--- src/inc/ohb_pkg.sv ---
// Constants, types and pin map of the display host bus front end.
package ohb_pkg;

  typedef enum logic [1:0] {
    OHB_SPI = 2'h0,
    OHB_I2C = 2'h1,
    OHB_P6800 = 2'h2,
    OHB_P8080 = 2'h3
  } ohb_mode_t;

  typedef enum {I2C_IDLE, I2C_RX, I2C_ACK} ohb_i2c_st_t;
  typedef enum {KIND_ADDR, KIND_CTRL, KIND_DATA} ohb_kind_t;

  // Data pin roles in the serial modes
  localparam int unsigned PIN_SCLK = 0;
  localparam int unsigned PIN_SERIAL_IN = 1;
  localparam int unsigned PIN_SDA_OUT = 2;
  localparam logic [7:0] SDA_OUT_MASK = 8'h04;
  localparam logic [7:0] ALL_ONES = 8'hFF;

  // Edge detector lanes
  localparam int unsigned EDGE_W = 4;
  localparam int unsigned EDGE_D0 = 0;
  localparam int unsigned EDGE_D1 = 1;
  localparam int unsigned EDGE_WR = 2;
  localparam int unsigned EDGE_RD = 3;

  localparam logic [3:0] BIT_LAST = 4'h7;
  localparam logic [3:0] BYTE_BITS = 4'h8;

  // I2C address bits above the strap-selected bit; plain default
  localparam logic [5:0] I2C_ADDR_HI = 6'h1E;
  localparam int unsigned CTRL_CO_BIT = 7;
  localparam int unsigned CTRL_DC_BIT = 6;

endpackage

--- src/hw/ohb_front_end.sv ---
// Host bus front end: strap-selected SPI, I2C, 8080 or 6800 byte receiver.
`timescale 1ns/100ps
`default_nettype none
module ohb_front_end
  import ohb_pkg::*;
(
  // Clock and reset
  input wire logic sys_clk_i,
  input wire logic resetn_i,
  input wire logic clk_en_i,
  // Straps and control pins
  input wire logic bus_sel_lo_i,
  input wire logic bus_sel_hi_i,
  input wire logic cs_n_i,
  input wire logic hw_init_n_i,
  input wire logic dc_i,
  input wire logic rw_wr_n_i,
  input wire logic rd_e_i,
  // Data pins
  input wire logic [7:0] d_i,
  output logic [7:0] d_o,
  output logic [7:0] d_oe_o,
  // Read path from the core
  input wire logic [7:0] rd_data_i,
  output logic rd_req_o,
  // Received bytes
  output logic [7:0] data_o,
  output logic data_valid_o,
  output logic [7:0] cmd_reg_o,
  output logic cmd_valid_o,
  // Status
  output logic [1:0] mode_o,
  output logic init_busy_o
);

  ////////////////////////////////////////////////////////////////////////////
  ohb_mode_t mode_reg;
  logic strap_done_reg;
  logic is_spi, is_i2c, is_8080, is_6800;
  logic [EDGE_W-1:0] lvl, prev, rise, fall;
  logic sclk_rise, scl_fall, scl_hi, i2c_start, i2c_stop;
  logic wr_fall, wr_rise, e_rise, e_fall;

  // Straps follow the pins while init is held, then freeze
  always_ff @(posedge sys_clk_i or negedge resetn_i) begin
    if (!resetn_i) begin
      mode_reg <= OHB_SPI;
      strap_done_reg <= 1'b0;
    end else if (clk_en_i) begin
      if (!hw_init_n_i || !strap_done_reg) begin
        mode_reg <= ohb_mode_t'({bus_sel_hi_i, bus_sel_lo_i});
        strap_done_reg <= 1'b1;
      end
    end
  end

  // Exactly one front end live; nothing live before the straps are caught
  assign is_spi = strap_done_reg && (mode_reg == OHB_SPI);
  assign is_i2c = strap_done_reg && (mode_reg == OHB_I2C);
  assign is_8080 = strap_done_reg && (mode_reg == OHB_P8080);
  assign is_6800 = strap_done_reg && (mode_reg == OHB_P6800);

  assign lvl = {rd_e_i, rw_wr_n_i, d_i[PIN_SERIAL_IN], d_i[PIN_SCLK]};

  ohb_edge #(
    .W(EDGE_W)
  ) u_edge (
    .sys_clk_i(sys_clk_i),
    .resetn_i(resetn_i),
    .clk_en_i(clk_en_i),
    .lvl_i(lvl),
    .prev_o(prev),
    .rise_o(rise),
    .fall_o(fall)
  );

  assign sclk_rise = rise[EDGE_D0];
  assign scl_fall = fall[EDGE_D0];
  assign scl_hi = d_i[PIN_SCLK] && prev[EDGE_D0];
  assign i2c_start = scl_hi && fall[EDGE_D1];
  assign i2c_stop = scl_hi && rise[EDGE_D1];
  assign wr_fall = fall[EDGE_WR];
  assign wr_rise = rise[EDGE_WR];
  assign e_rise = rise[EDGE_RD];
  assign e_fall = fall[EDGE_RD];

  ////////////////////////////////////////////////////////////////////////////
  // Serial receivers share one shifter; only one mode is ever live
  logic [7:0] shift_reg;
  logic [3:0] bit_cnt_reg;
  ohb_i2c_st_t i2c_st_reg;
  ohb_kind_t kind_reg;
  logic i2c_dc_reg, co_reg, ack_oe_reg;
  logic i2c_byte_end, addr_ok;

  assign i2c_byte_end = (i2c_st_reg == I2C_RX) && scl_fall && (bit_cnt_reg == BYTE_BITS);
  assign addr_ok = (shift_reg[7:1] == {I2C_ADDR_HI, dc_i}) && !shift_reg[0];

  always_ff @(posedge sys_clk_i or negedge resetn_i) begin
    if (!resetn_i) begin
      shift_reg <= 8'h00;
      bit_cnt_reg <= 4'h0;
      i2c_st_reg <= I2C_IDLE;
      kind_reg <= KIND_ADDR;
      i2c_dc_reg <= 1'b0;
      co_reg <= 1'b0;
      ack_oe_reg <= 1'b0;
    end else if (clk_en_i) begin
      if (!hw_init_n_i || cs_n_i) begin
        bit_cnt_reg <= 4'h0;
        i2c_st_reg <= I2C_IDLE;
        ack_oe_reg <= 1'b0;
      end else if (is_spi) begin
        if (sclk_rise) begin
          shift_reg <= {shift_reg[6:0], d_i[PIN_SERIAL_IN]};
          bit_cnt_reg <= (bit_cnt_reg == BIT_LAST) ? 4'h0 : 4'(bit_cnt_reg + 4'h1);
        end
      end else if (is_i2c) begin
        if (i2c_start) begin
          i2c_st_reg <= I2C_RX;
          kind_reg <= KIND_ADDR;
          bit_cnt_reg <= 4'h0;
          ack_oe_reg <= 1'b0;
        end else if (i2c_stop) begin
          i2c_st_reg <= I2C_IDLE;
          ack_oe_reg <= 1'b0;
        end else begin
          unique case (i2c_st_reg)
            I2C_IDLE: begin
            end
            I2C_RX: begin
              if (rise[EDGE_D0] && bit_cnt_reg != BYTE_BITS) begin
                shift_reg <= {shift_reg[6:0], d_i[PIN_SERIAL_IN]};
                bit_cnt_reg <= 4'(bit_cnt_reg + 4'h1);
              end else if (i2c_byte_end) begin
                bit_cnt_reg <= 4'h0;
                unique case (kind_reg)
                  KIND_ADDR: begin
                    // Reads are not offered: a read address is not acknowledged
                    i2c_st_reg <= addr_ok ? I2C_ACK : I2C_IDLE;
                    ack_oe_reg <= addr_ok;
                    kind_reg <= KIND_CTRL;
                  end
                  KIND_CTRL: begin
                    i2c_st_reg <= I2C_ACK;
                    ack_oe_reg <= 1'b1;
                    i2c_dc_reg <= shift_reg[CTRL_DC_BIT];
                    co_reg <= shift_reg[CTRL_CO_BIT];
                    kind_reg <= KIND_DATA;
                  end
                  KIND_DATA: begin
                    i2c_st_reg <= I2C_ACK;
                    ack_oe_reg <= 1'b1;
                    kind_reg <= co_reg ? KIND_CTRL : KIND_DATA;
                  end
                endcase
              end
            end
            I2C_ACK: begin
              if (scl_fall) begin
                ack_oe_reg <= 1'b0;
                i2c_st_reg <= I2C_RX;
              end
            end
          endcase
        end
      end
    end
  end

  ////////////////////////////////////////////////////////////////////////////
  // Parallel strobes
  logic p_wr_start, p_wr_end, p_rd_start, p_rd_end;
  logic wr_pend_reg, rd_act_reg;

  always_comb begin
    p_wr_start = 1'b0;
    p_wr_end = 1'b0;
    p_rd_start = 1'b0;
    p_rd_end = cs_n_i;
    if (is_8080) begin
      p_wr_start = wr_fall && !cs_n_i;
      p_wr_end = wr_rise && wr_pend_reg && !cs_n_i;
      p_rd_start = fall[EDGE_RD] && !cs_n_i;
      p_rd_end = p_rd_end || rise[EDGE_RD];
    end else if (is_6800) begin
      p_wr_start = e_rise && !cs_n_i && !rw_wr_n_i;
      p_wr_end = e_fall && wr_pend_reg && !cs_n_i;
      p_rd_start = e_rise && !cs_n_i && rw_wr_n_i;
      p_rd_end = p_rd_end || e_fall;
    end
  end

  always_ff @(posedge sys_clk_i or negedge resetn_i) begin
    if (!resetn_i) begin
      wr_pend_reg <= 1'b0;
      rd_act_reg <= 1'b0;
      rd_req_o <= 1'b0;
    end else if (clk_en_i) begin
      rd_req_o <= hw_init_n_i && p_rd_start;
      if (!hw_init_n_i) begin
        wr_pend_reg <= 1'b0;
        rd_act_reg <= 1'b0;
      end else begin
        // Data is taken at the closing edge, when the host has it settled
        wr_pend_reg <= p_wr_start || (wr_pend_reg && !p_wr_end && !cs_n_i);
        rd_act_reg <= p_rd_start || (rd_act_reg && !p_rd_end);
      end
    end
  end

  // Pins are one flop behind the read state; the bus turns round late, not early
  always_ff @(posedge sys_clk_i or negedge resetn_i) begin
    if (!resetn_i) begin
      d_o <= 8'h00;
      d_oe_o <= 8'h00;
    end else if (clk_en_i) begin
      if (!hw_init_n_i) begin
        d_o <= 8'h00;
        d_oe_o <= 8'h00;
      end else begin
        if (p_rd_start) begin
          d_o <= rd_data_i;
        end else if (!rd_act_reg) begin
          d_o <= 8'h00;
        end
        d_oe_o <= ack_oe_reg ? SDA_OUT_MASK : (rd_act_reg ? ALL_ONES : 8'h00);
      end
    end
  end

  ////////////////////////////////////////////////////////////////////////////
  // Byte delivery
  logic byte_stb, byte_dc;
  logic [7:0] byte_val;

  always_comb begin
    byte_stb = 1'b0;
    byte_dc = dc_i;
    byte_val = d_i;
    if (is_spi) begin
      byte_stb = !cs_n_i && sclk_rise && (bit_cnt_reg == BIT_LAST);
      byte_val = {shift_reg[6:0], d_i[PIN_SERIAL_IN]};
    end else if (is_i2c) begin
      byte_stb = !cs_n_i && i2c_byte_end && (kind_reg == KIND_DATA);
      byte_dc = i2c_dc_reg;
      byte_val = shift_reg;
    end else begin
      byte_stb = p_wr_end;
    end
  end

  always_ff @(posedge sys_clk_i or negedge resetn_i) begin
    if (!resetn_i) begin
      data_o <= 8'h00;
      data_valid_o <= 1'b0;
      cmd_reg_o <= 8'h00;
      cmd_valid_o <= 1'b0;
    end else if (clk_en_i) begin
      data_valid_o <= 1'b0;
      cmd_valid_o <= 1'b0;
      if (!hw_init_n_i) begin
        data_o <= 8'h00;
        cmd_reg_o <= 8'h00;
      end else if (byte_stb && byte_dc) begin
        data_o <= byte_val;
        data_valid_o <= 1'b1;
      end else if (byte_stb) begin
        cmd_reg_o <= byte_val;
        cmd_valid_o <= 1'b1;
      end
    end
  end

  always_ff @(posedge sys_clk_i or negedge resetn_i) begin
    if (!resetn_i) begin
      mode_o <= 2'h0;
      init_busy_o <= 1'b1;
    end else if (clk_en_i) begin
      mode_o <= mode_reg;
      init_busy_o <= !hw_init_n_i;
    end
  end
endmodule
`default_nettype wire

--- src/hw/ohb_edge.sv ---
// Registered edge detector for a group of synchronous levels.
`timescale 1ns/100ps
`default_nettype none
module ohb_edge #(
  parameter int unsigned W = 1
) (
  // Clock and reset
  input wire logic sys_clk_i,
  input wire logic resetn_i,
  input wire logic clk_en_i,
  // Levels and edges
  input wire logic [W-1:0] lvl_i,
  output logic [W-1:0] prev_o,
  output logic [W-1:0] rise_o,
  output logic [W-1:0] fall_o
);
  logic [W-1:0] prev_reg;

  always_ff @(posedge sys_clk_i or negedge resetn_i) begin
    if (!resetn_i) begin
      prev_reg <= '0;
    end else if (clk_en_i) begin
      prev_reg <= lvl_i;
    end
  end

  assign prev_o = prev_reg;
  assign rise_o = lvl_i & ~prev_reg;
  assign fall_o = ~lvl_i & prev_reg;
endmodule
`default_nettype wire

--- config.mk ---
export PLATFORM = sky130hd
export DESIGN_NAME = ohb_front_end
export DESIGN_NICKNAME = d
export VERILOG_FILES = /design/src/inc/ohb_pkg.sv /design/src/hw/ohb_front_end.sv /design/src/hw/ohb_edge.sv
export SDC_FILE = /design/constraint.sdc
export NUM_CORES = 1
export LEC_CHECK = 0
export BUFFER_PORTS_ARGS = -buffer_cell sky130_fd_sc_hd__buf_4
export CAP_MARGIN = 10
export CORE_UTILIZATION = 58
export DETAILED_ROUTE_END_ITERATION = 16
export PLACE_DENSITY = 0.84
export SLEW_MARGIN = 20
export SYNTH_ARGS = -nofsm -noshare
export SYNTH_HDL_FRONTEND = slang
export SYNTH_SLANG_ARGS = --single-unit
--- constraint.sdc ---
create_clock -name sys_clk_i -period 3 [get_ports sys_clk_i]
set_input_delay 0 -clock sys_clk_i [delete_from_list [all_inputs] [get_ports sys_clk_i]]
set_output_delay 0 -clock sys_clk_i [all_outputs]
set_load 0.01 [all_outputs]
==> impl_metrics.yaml, run 1 <==
floorplanning:
  floorplan.initialDensity_pct: 61.5
  die_x_um: 73.7
  pin_count: 64
  core_mm2: 0.00485
  die_h_um: 73.7
  die_area_mm2: 0.00543
  row_count: 25
setup_path:
  worst_setup_path_start_kind: "register"
  crit_slowest_cell: "or4b_1"
  worstSetupPathType: "register to register"
  crit_arrival_ps: 2560
  crit_fanout: 20
  crit_chain: "nand2b_1 > buf_4 > nor4_1 > a211oi_2 > or4b_1 > a32o_1"
  max_stage_delay_ps: 660
  critPathCaptureType: "register"
  required_ps: 3220
drt:
  routedWlPerCell_um: 17.3
  wl_um: 7330
  via_per_inst: 5.93
  drc: 0
  ant_nets: 0
  dr.pass1.iters: 4
  num_vias: 2508
  drt_iter0_markers: 210
synthesis:
  synth_ff_type: "dfrtp_1"
  synth-simple-area-share_pct: 15.7
  synth_compound_area_share_pct: 17.9
  synth_top_family_by_area: "compound AO/OA/AOI/OAI gates"
  synth_cell_types: 55
  synth_seq_cells: 59
  syn_area_mm2: 0.00298
  avgSynthCellArea_um2: 10.8
  synthMuxAreaShare_pct: 9.49
  synthMostInstantiatedCell: "dfrtp_1"
  synthArstFlopShare_pct: 100
  synth_xor_xnor_area_share_pct: 0.588
  synth_edf_count: 0
  synth_top_cell_area_share_pct: 48.7
  synth-seq-area-share_pct: 49.6
  synthAdderAreaFrac_pct: 1.68
  synth.largest_area_cell: "dfrtp_1"
  ys_top_cells_by_area: "dfrtp_1 (49%), mux2_2 (6.8%), nand2_1 (4.4%), a32o_1 (3.0%), o21ai_0 (3.0%)"
  synth_fp_nets: 307
  synthTopCellsByCount: "dfrtp_1 (58), nand2_1 (35), mux2_2 (18), o21ai_0 (18), inv_1 (13)"
  ys_warn_count: 0
  syn_inst: 277
sta:
  fin_ws_ps: 661
  hold_viol_final: 0
  min_period_ps: 2340
  drv_slew: 0
  tns_ps: 0
  setup_viol: 0
  fmax_ghz: 0.428
  hold_ws_ps: 33.1
  tightestPinTransition_ps: 792
  rsz0062_at_grt: "false"
  max_slew_margin_pct: 46.8
  final.period_utilization_pct: 78.0
  fin_skew_ps: 9.63
clocking:
  clockBufferDepth: 2
  insertion_delay_ps: 340
  cts_tree: "done"
  h-tree-depth: 3
  cts_num_sinks: 59
  path_clk_slew_ps: 70
  post_cts_buffers: 0
  ctsRootBufferMaster: "clkbuf_8"
  numCtsBuffers: 9
  cts_resized: 0
  cts-hold-fix-buffers: 17
finish:
  area_growth_pct: 29.8
  layout.nets: 381
  drive_gt1_share_pct: 30.9
  fillers: 280
  final_area_mm2: 0.00387
  antenna_cells: 0
min_path:
  hold_class: "input port to register"
flow_run:
  drv_cap: 0
power_and_ir_drop:
  p_int_w: 0.00151
  p_seq_share_pct: 43.4
  power_frac_comb_pct: 13.1
  clkPwrFrac_pct: 43.6
  swShare_pct: 24.5
  p_switching_w: 0.000488
  ir_drop_v: 0.000584
  p_per_area_mw_per_mm2: 516
  total_leakage_power_nw: 1.80
global_route:
  grt_pass1_wl_um: 12000
  antenna_found_initial: 0
  grt_usage_pct: 29.9
  grt_max_degree: 60
  grt_overflow_total: 0
  grt_pass1_vias: 2449
place:
  hpwl_um: 4640
  gp_congestion: 0.839
  pre_cts_ws_ps: 698
  port_buffers: 63
  dpl_cell_area_mm2: 0.00345
run_status:
  status: "finished clean"
worst max-delay path, delay by kind of cell (launching register included):
family / cells / cell delay [ps]
AO/OA/AOI/OAI: 2 / 470
buffers and inverters: 1 / 190
flip-flops: 1 / 400
AND/OR/NAND/NOR: 3 / 1180
cell usage in the layout (no fill, tap or decap), types with 3 or more instances in the layout:
master         instances
dlygate4sd3_1         17
nand2b_1               8
nor2_1                 6
dfrtp_1               58
a21oi_1               10
a21o_1                 4
buf_4                 65
mux2_2                18
mux2i_1                8
nor3_1                 4
o21ai_0               18
ha_1                   4
a32o_1                 9
clkbuf_8              13
nand3b_1               3
nand2_1               35
inv_1                 13
a22o_1                 9
o2bb2ai_1              8
nand3_1                3
power groups by stage:
stage	registers, W	logic (W)	clock network, W
after global routing	0.000870	0.000287	0.000910
final	0.000865	0.000261	0.000869
after detailed placement	0.000878	0.000238	0
after global placement	0.000877	0.000231	0
after floorplan	0.000872	0.000146	0
after CTS	0.000865	0.000258	0.000873
worst paths after layout:
| path | from | cells past startpoint | endpoint | slack (ps) |
|---|---|---|---|---|
| setup reg to reg | mode_reg[1] | 6 | data_o[6] | 660 |
| hold reg to reg | data_valid_o | 1 | data_valid_o | 500 |
| hold / removal | cs_n_i | 3 | cmd_reg_o[2] | 30 |
| min in group asynchronous | resetn_i | 2 | data_o[3] | 250 |
| max in group asynchronous | resetn_i | 2 | mode_o[1] | 2260 |
| setup / recovery | mode_reg[1] | 6 | data_o[6] | 660 |
through the flow:
step           power [W]  util (%)  instances
4_1_cts          0.00200      79.8        423
5_1_grt          0.00207      79.8        423
2_1_floorplan    0.00102         -        277
3_5_place_dp     0.00112      71.2        390
6_report         0.00200      79.8        423
3_3_place_gp     0.00111      71.2        390
area by class of cell:
type / count / area [um2] / area share (%)
sequential: 59 / 1480 / 38.2
multi-input combinational: 186 / 1350 / 35.0
timing repair buffer: 82 / 658 / 17.0
clock buffer: 13 / 179 / 4.62
tap: 67 / 83.8 / 2.17
clock inverter: 3 / 67.6 / 1.75
inverter: 13 / 48.8 / 1.26
metal layers:
layer | up-vias | GRT usage, % | share of wire [%]
met4 | 0 | 10.9 | 1.6
met3 | 12 | 7.82 | 5.2
met5 | - | 0 | 0
met2 | 95 | 50.4 | 52
met1 | 1246 | 37.1 | 41
li1 | 1155 | - | -
kinds of logic after synthesis:
group | Yosys count
simple gates | 82
compound gates | 72
flops | 59
buf+inv | 32
mux | 26
fa+ha+maj | 4
xor+xnor | 2
No activity file was read; power rests on OpenSTA's default activity.
==> inputs of run 2 (changes only) <==
--- a/config.mk
+++ b/config.mk
@@ -7,9 +7,9 @@
 export LEC_CHECK = 0
 export BUFFER_PORTS_ARGS = -buffer_cell sky130_fd_sc_hd__buf_4
 export CAP_MARGIN = 10
-export CORE_UTILIZATION = 58
+export CORE_UTILIZATION = 54
 export DETAILED_ROUTE_END_ITERATION = 16
-export PLACE_DENSITY = 0.84
+export PLACE_DENSITY = 0.79
 export SLEW_MARGIN = 20
 export SYNTH_ARGS = -nofsm -noshare
 export SYNTH_HDL_FRONTEND = slang
==> constraint.sdc (replaced) <==
create_clock -name sys_clk_i -period 2.3 [get_ports sys_clk_i]
set_input_delay 0 -clock sys_clk_i [delete_from_list [all_inputs] [get_ports sys_clk_i]]
set_output_delay 0 -clock sys_clk_i [all_outputs]
set_load 0.01 [all_outputs]
==> run 2 against run 1 <==
Compared with the run above: count of clock-buffer cells in the layout increased by 1; setup slack got worse by 550 ps; sequential share of layout area decreased by 0.31 points; critical endpoint is now data_o[1]; largest cell class unchanged; highest routed layer unchanged.
==> impl_metrics.yaml, run 2 (same netlist as run 1, synthesis figures left out) <==
power_and_ir_drop:
  ir_drop_v: 0.000509
  p_per_area_mw_per_mm2: 620
  total_leakage_power_nw: 1.83
clocking:
  numCtsBuffers: 9
  cts_tree: "done"
  ctsRootBufferMaster: "clkbuf_8"
  h-tree-depth: 3
  clockBufferDepth: 2
  post_cts_buffers: 0
  insertion_delay_ps: 340
  cts_num_sinks: 59
  path_clk_slew_ps: 60
place:
  dpl_cell_area_mm2: 0.00351
  port_buffers: 63
  hpwl_um: 4580
  pre_cts_ws_ps: 7.16
  gp_congestion: 0.859
sta:
  hold_ws_ps: 64.6
  fin_ws_ps: 109
  tns_ps: 0
  final.period_utilization_pct: 95.3
  max_slew_margin_pct: 51.3
  rsz0062_at_grt: "false"
  fmax_ghz: 0.456
  min_period_ps: 2190
  fin_skew_ps: 9.40
  setup_viol: 0
  drv_slew: 0
  hold_viol_final: 0
  tightestPinTransition_ps: 730
finish:
  antenna_cells: 0
  drive_gt1_share_pct: 32.2
  final_common_cell: "buf_4"
  area_growth_pct: 30.9
  layout.nets: 388
  fillers: 357
  layout_common_cells: "buf_4 (72), dfrtp_1 (58), nand2_1 (35)"
  final_area_mm2: 0.00390
drt:
  routedWlPerCell_um: 16.0
  drt_iter0_markers: 142
  wl_um: 6910
  drc: 0
  num_vias: 2440
  dr.pass1.iters: 4
  ant_nets: 0
  via_per_inst: 5.64
setup_path:
  r2r-start: "bit_cnt_reg[0]"
  worstSetupPathType: "register to register"
  r2r_cells: 7
  r2r_end: "data_o[1]"
  crit_arrival_ps: 2410
  critPathCaptureType: "register"
  worst_setup_path_start_kind: "register"
  r2r_slack_ps: 110
  required_ps: 2520
  crit_fanout: 8
floorplanning:
  pin_count: 64
  row_count: 26
  die_x_um: 76.3
  die_area_mm2: 0.00582
  core_mm2: 0.00520
  floorplan.initialDensity_pct: 57.3
  die_h_um: 76.3
min_path:
  min_path_cells: 4
  hold_class: "input port to register"
  holdPathEnd: "cmd_reg_o[5]"
  min-delay-start: "d_i[5]"
flow_run:
  drv_cap: 0
run_status:
  status: "finished clean"
global_route:
  grt_pass1_vias: 2528
  grt_usage_pct: 26.2
  grt_max_degree: 60
  grt_overflow_total: 0
  antenna_found_initial: 0
  grt_pass1_wl_um: 11800
-- run 2: worst max-delay path by stage --
stage	from	slack, ps	to	depth (start not counted)
2_1_floorplan	bit_cnt_reg[0]	220	data_o[6]	8
3_3_place_gp	bit_cnt_reg[0]	120	data_o[7]	7
3_5_place_dp	bit_cnt_reg[0]	7	data_o[1]	7
4_1_cts	bit_cnt_reg[0]	100	data_o[1]	7
5_1_grt	bit_cnt_reg[0]	8	data_o[7]	7
6_report	bit_cnt_reg[0]	110	data_o[1]	7
-- run 2: repair_timing --
action / 4_1_cts / 5_1_grt
gates cloned: 0 / 0
hold buffers: 17 / 0
endpoints found under the hold margin: 77 / 0
setup endpoints to repair: 8 / 10
resized for setup: 1 / 3
-- run 2: area by class of cell --
type                            instances  area (um2)  area share (%)
Inverter                               13        48.8            1.25
Timing Repair Buffer                   89         711            18.2
Clock buffer                           14         163            4.17
Multi-Input combinational cell        186        1380            35.3
Clock inverter                          2        35.0           0.898
Tap cell                               70        87.6            2.25
Sequential cell                        59        1480            37.9
-- run 2: worst max-delay path, stage by stage, from the launching register on --
cell and delay [ps]:
dfrtp_1 420, inv_1 80, ha_1 160, nand3b_1 180, nor4_4 330, a211oi_2 70
or4b_4 560, a32o_1 270
-- run 2: report_power, final --
part / switching (W) / leakage [nW] / internal (W)
registers: 0.0000489 / 0.796 / 0.00108
logic: 0.000179 / 0.931 / 0.000158
clock network: 0.000391 / 0.101 / 0.000559
total: 0.000619 / 1.83 / 0.00180
-- run 2: routing by layer --
metal  GRT usage [%]  up-vias  wire length, um
li1                -     1171                -
met1            31.9     1201             3010
met2            42.7       57             3470
met3            5.39       11              281
met4            16.2        0              136
met5               0        -                0
-- run 2: stage by stage --
stage / cells / utilization (%) / power, W
finish: 433 / 74.9 / 0.00242
global placement: 400 / 67.4 / 0.00145
floorplan: 277 / - / 0.00133
detailed placement: 400 / 67.4 / 0.00146
global route: 433 / 74.9 / 0.00251
CTS: 433 / 74.5 / 0.00243
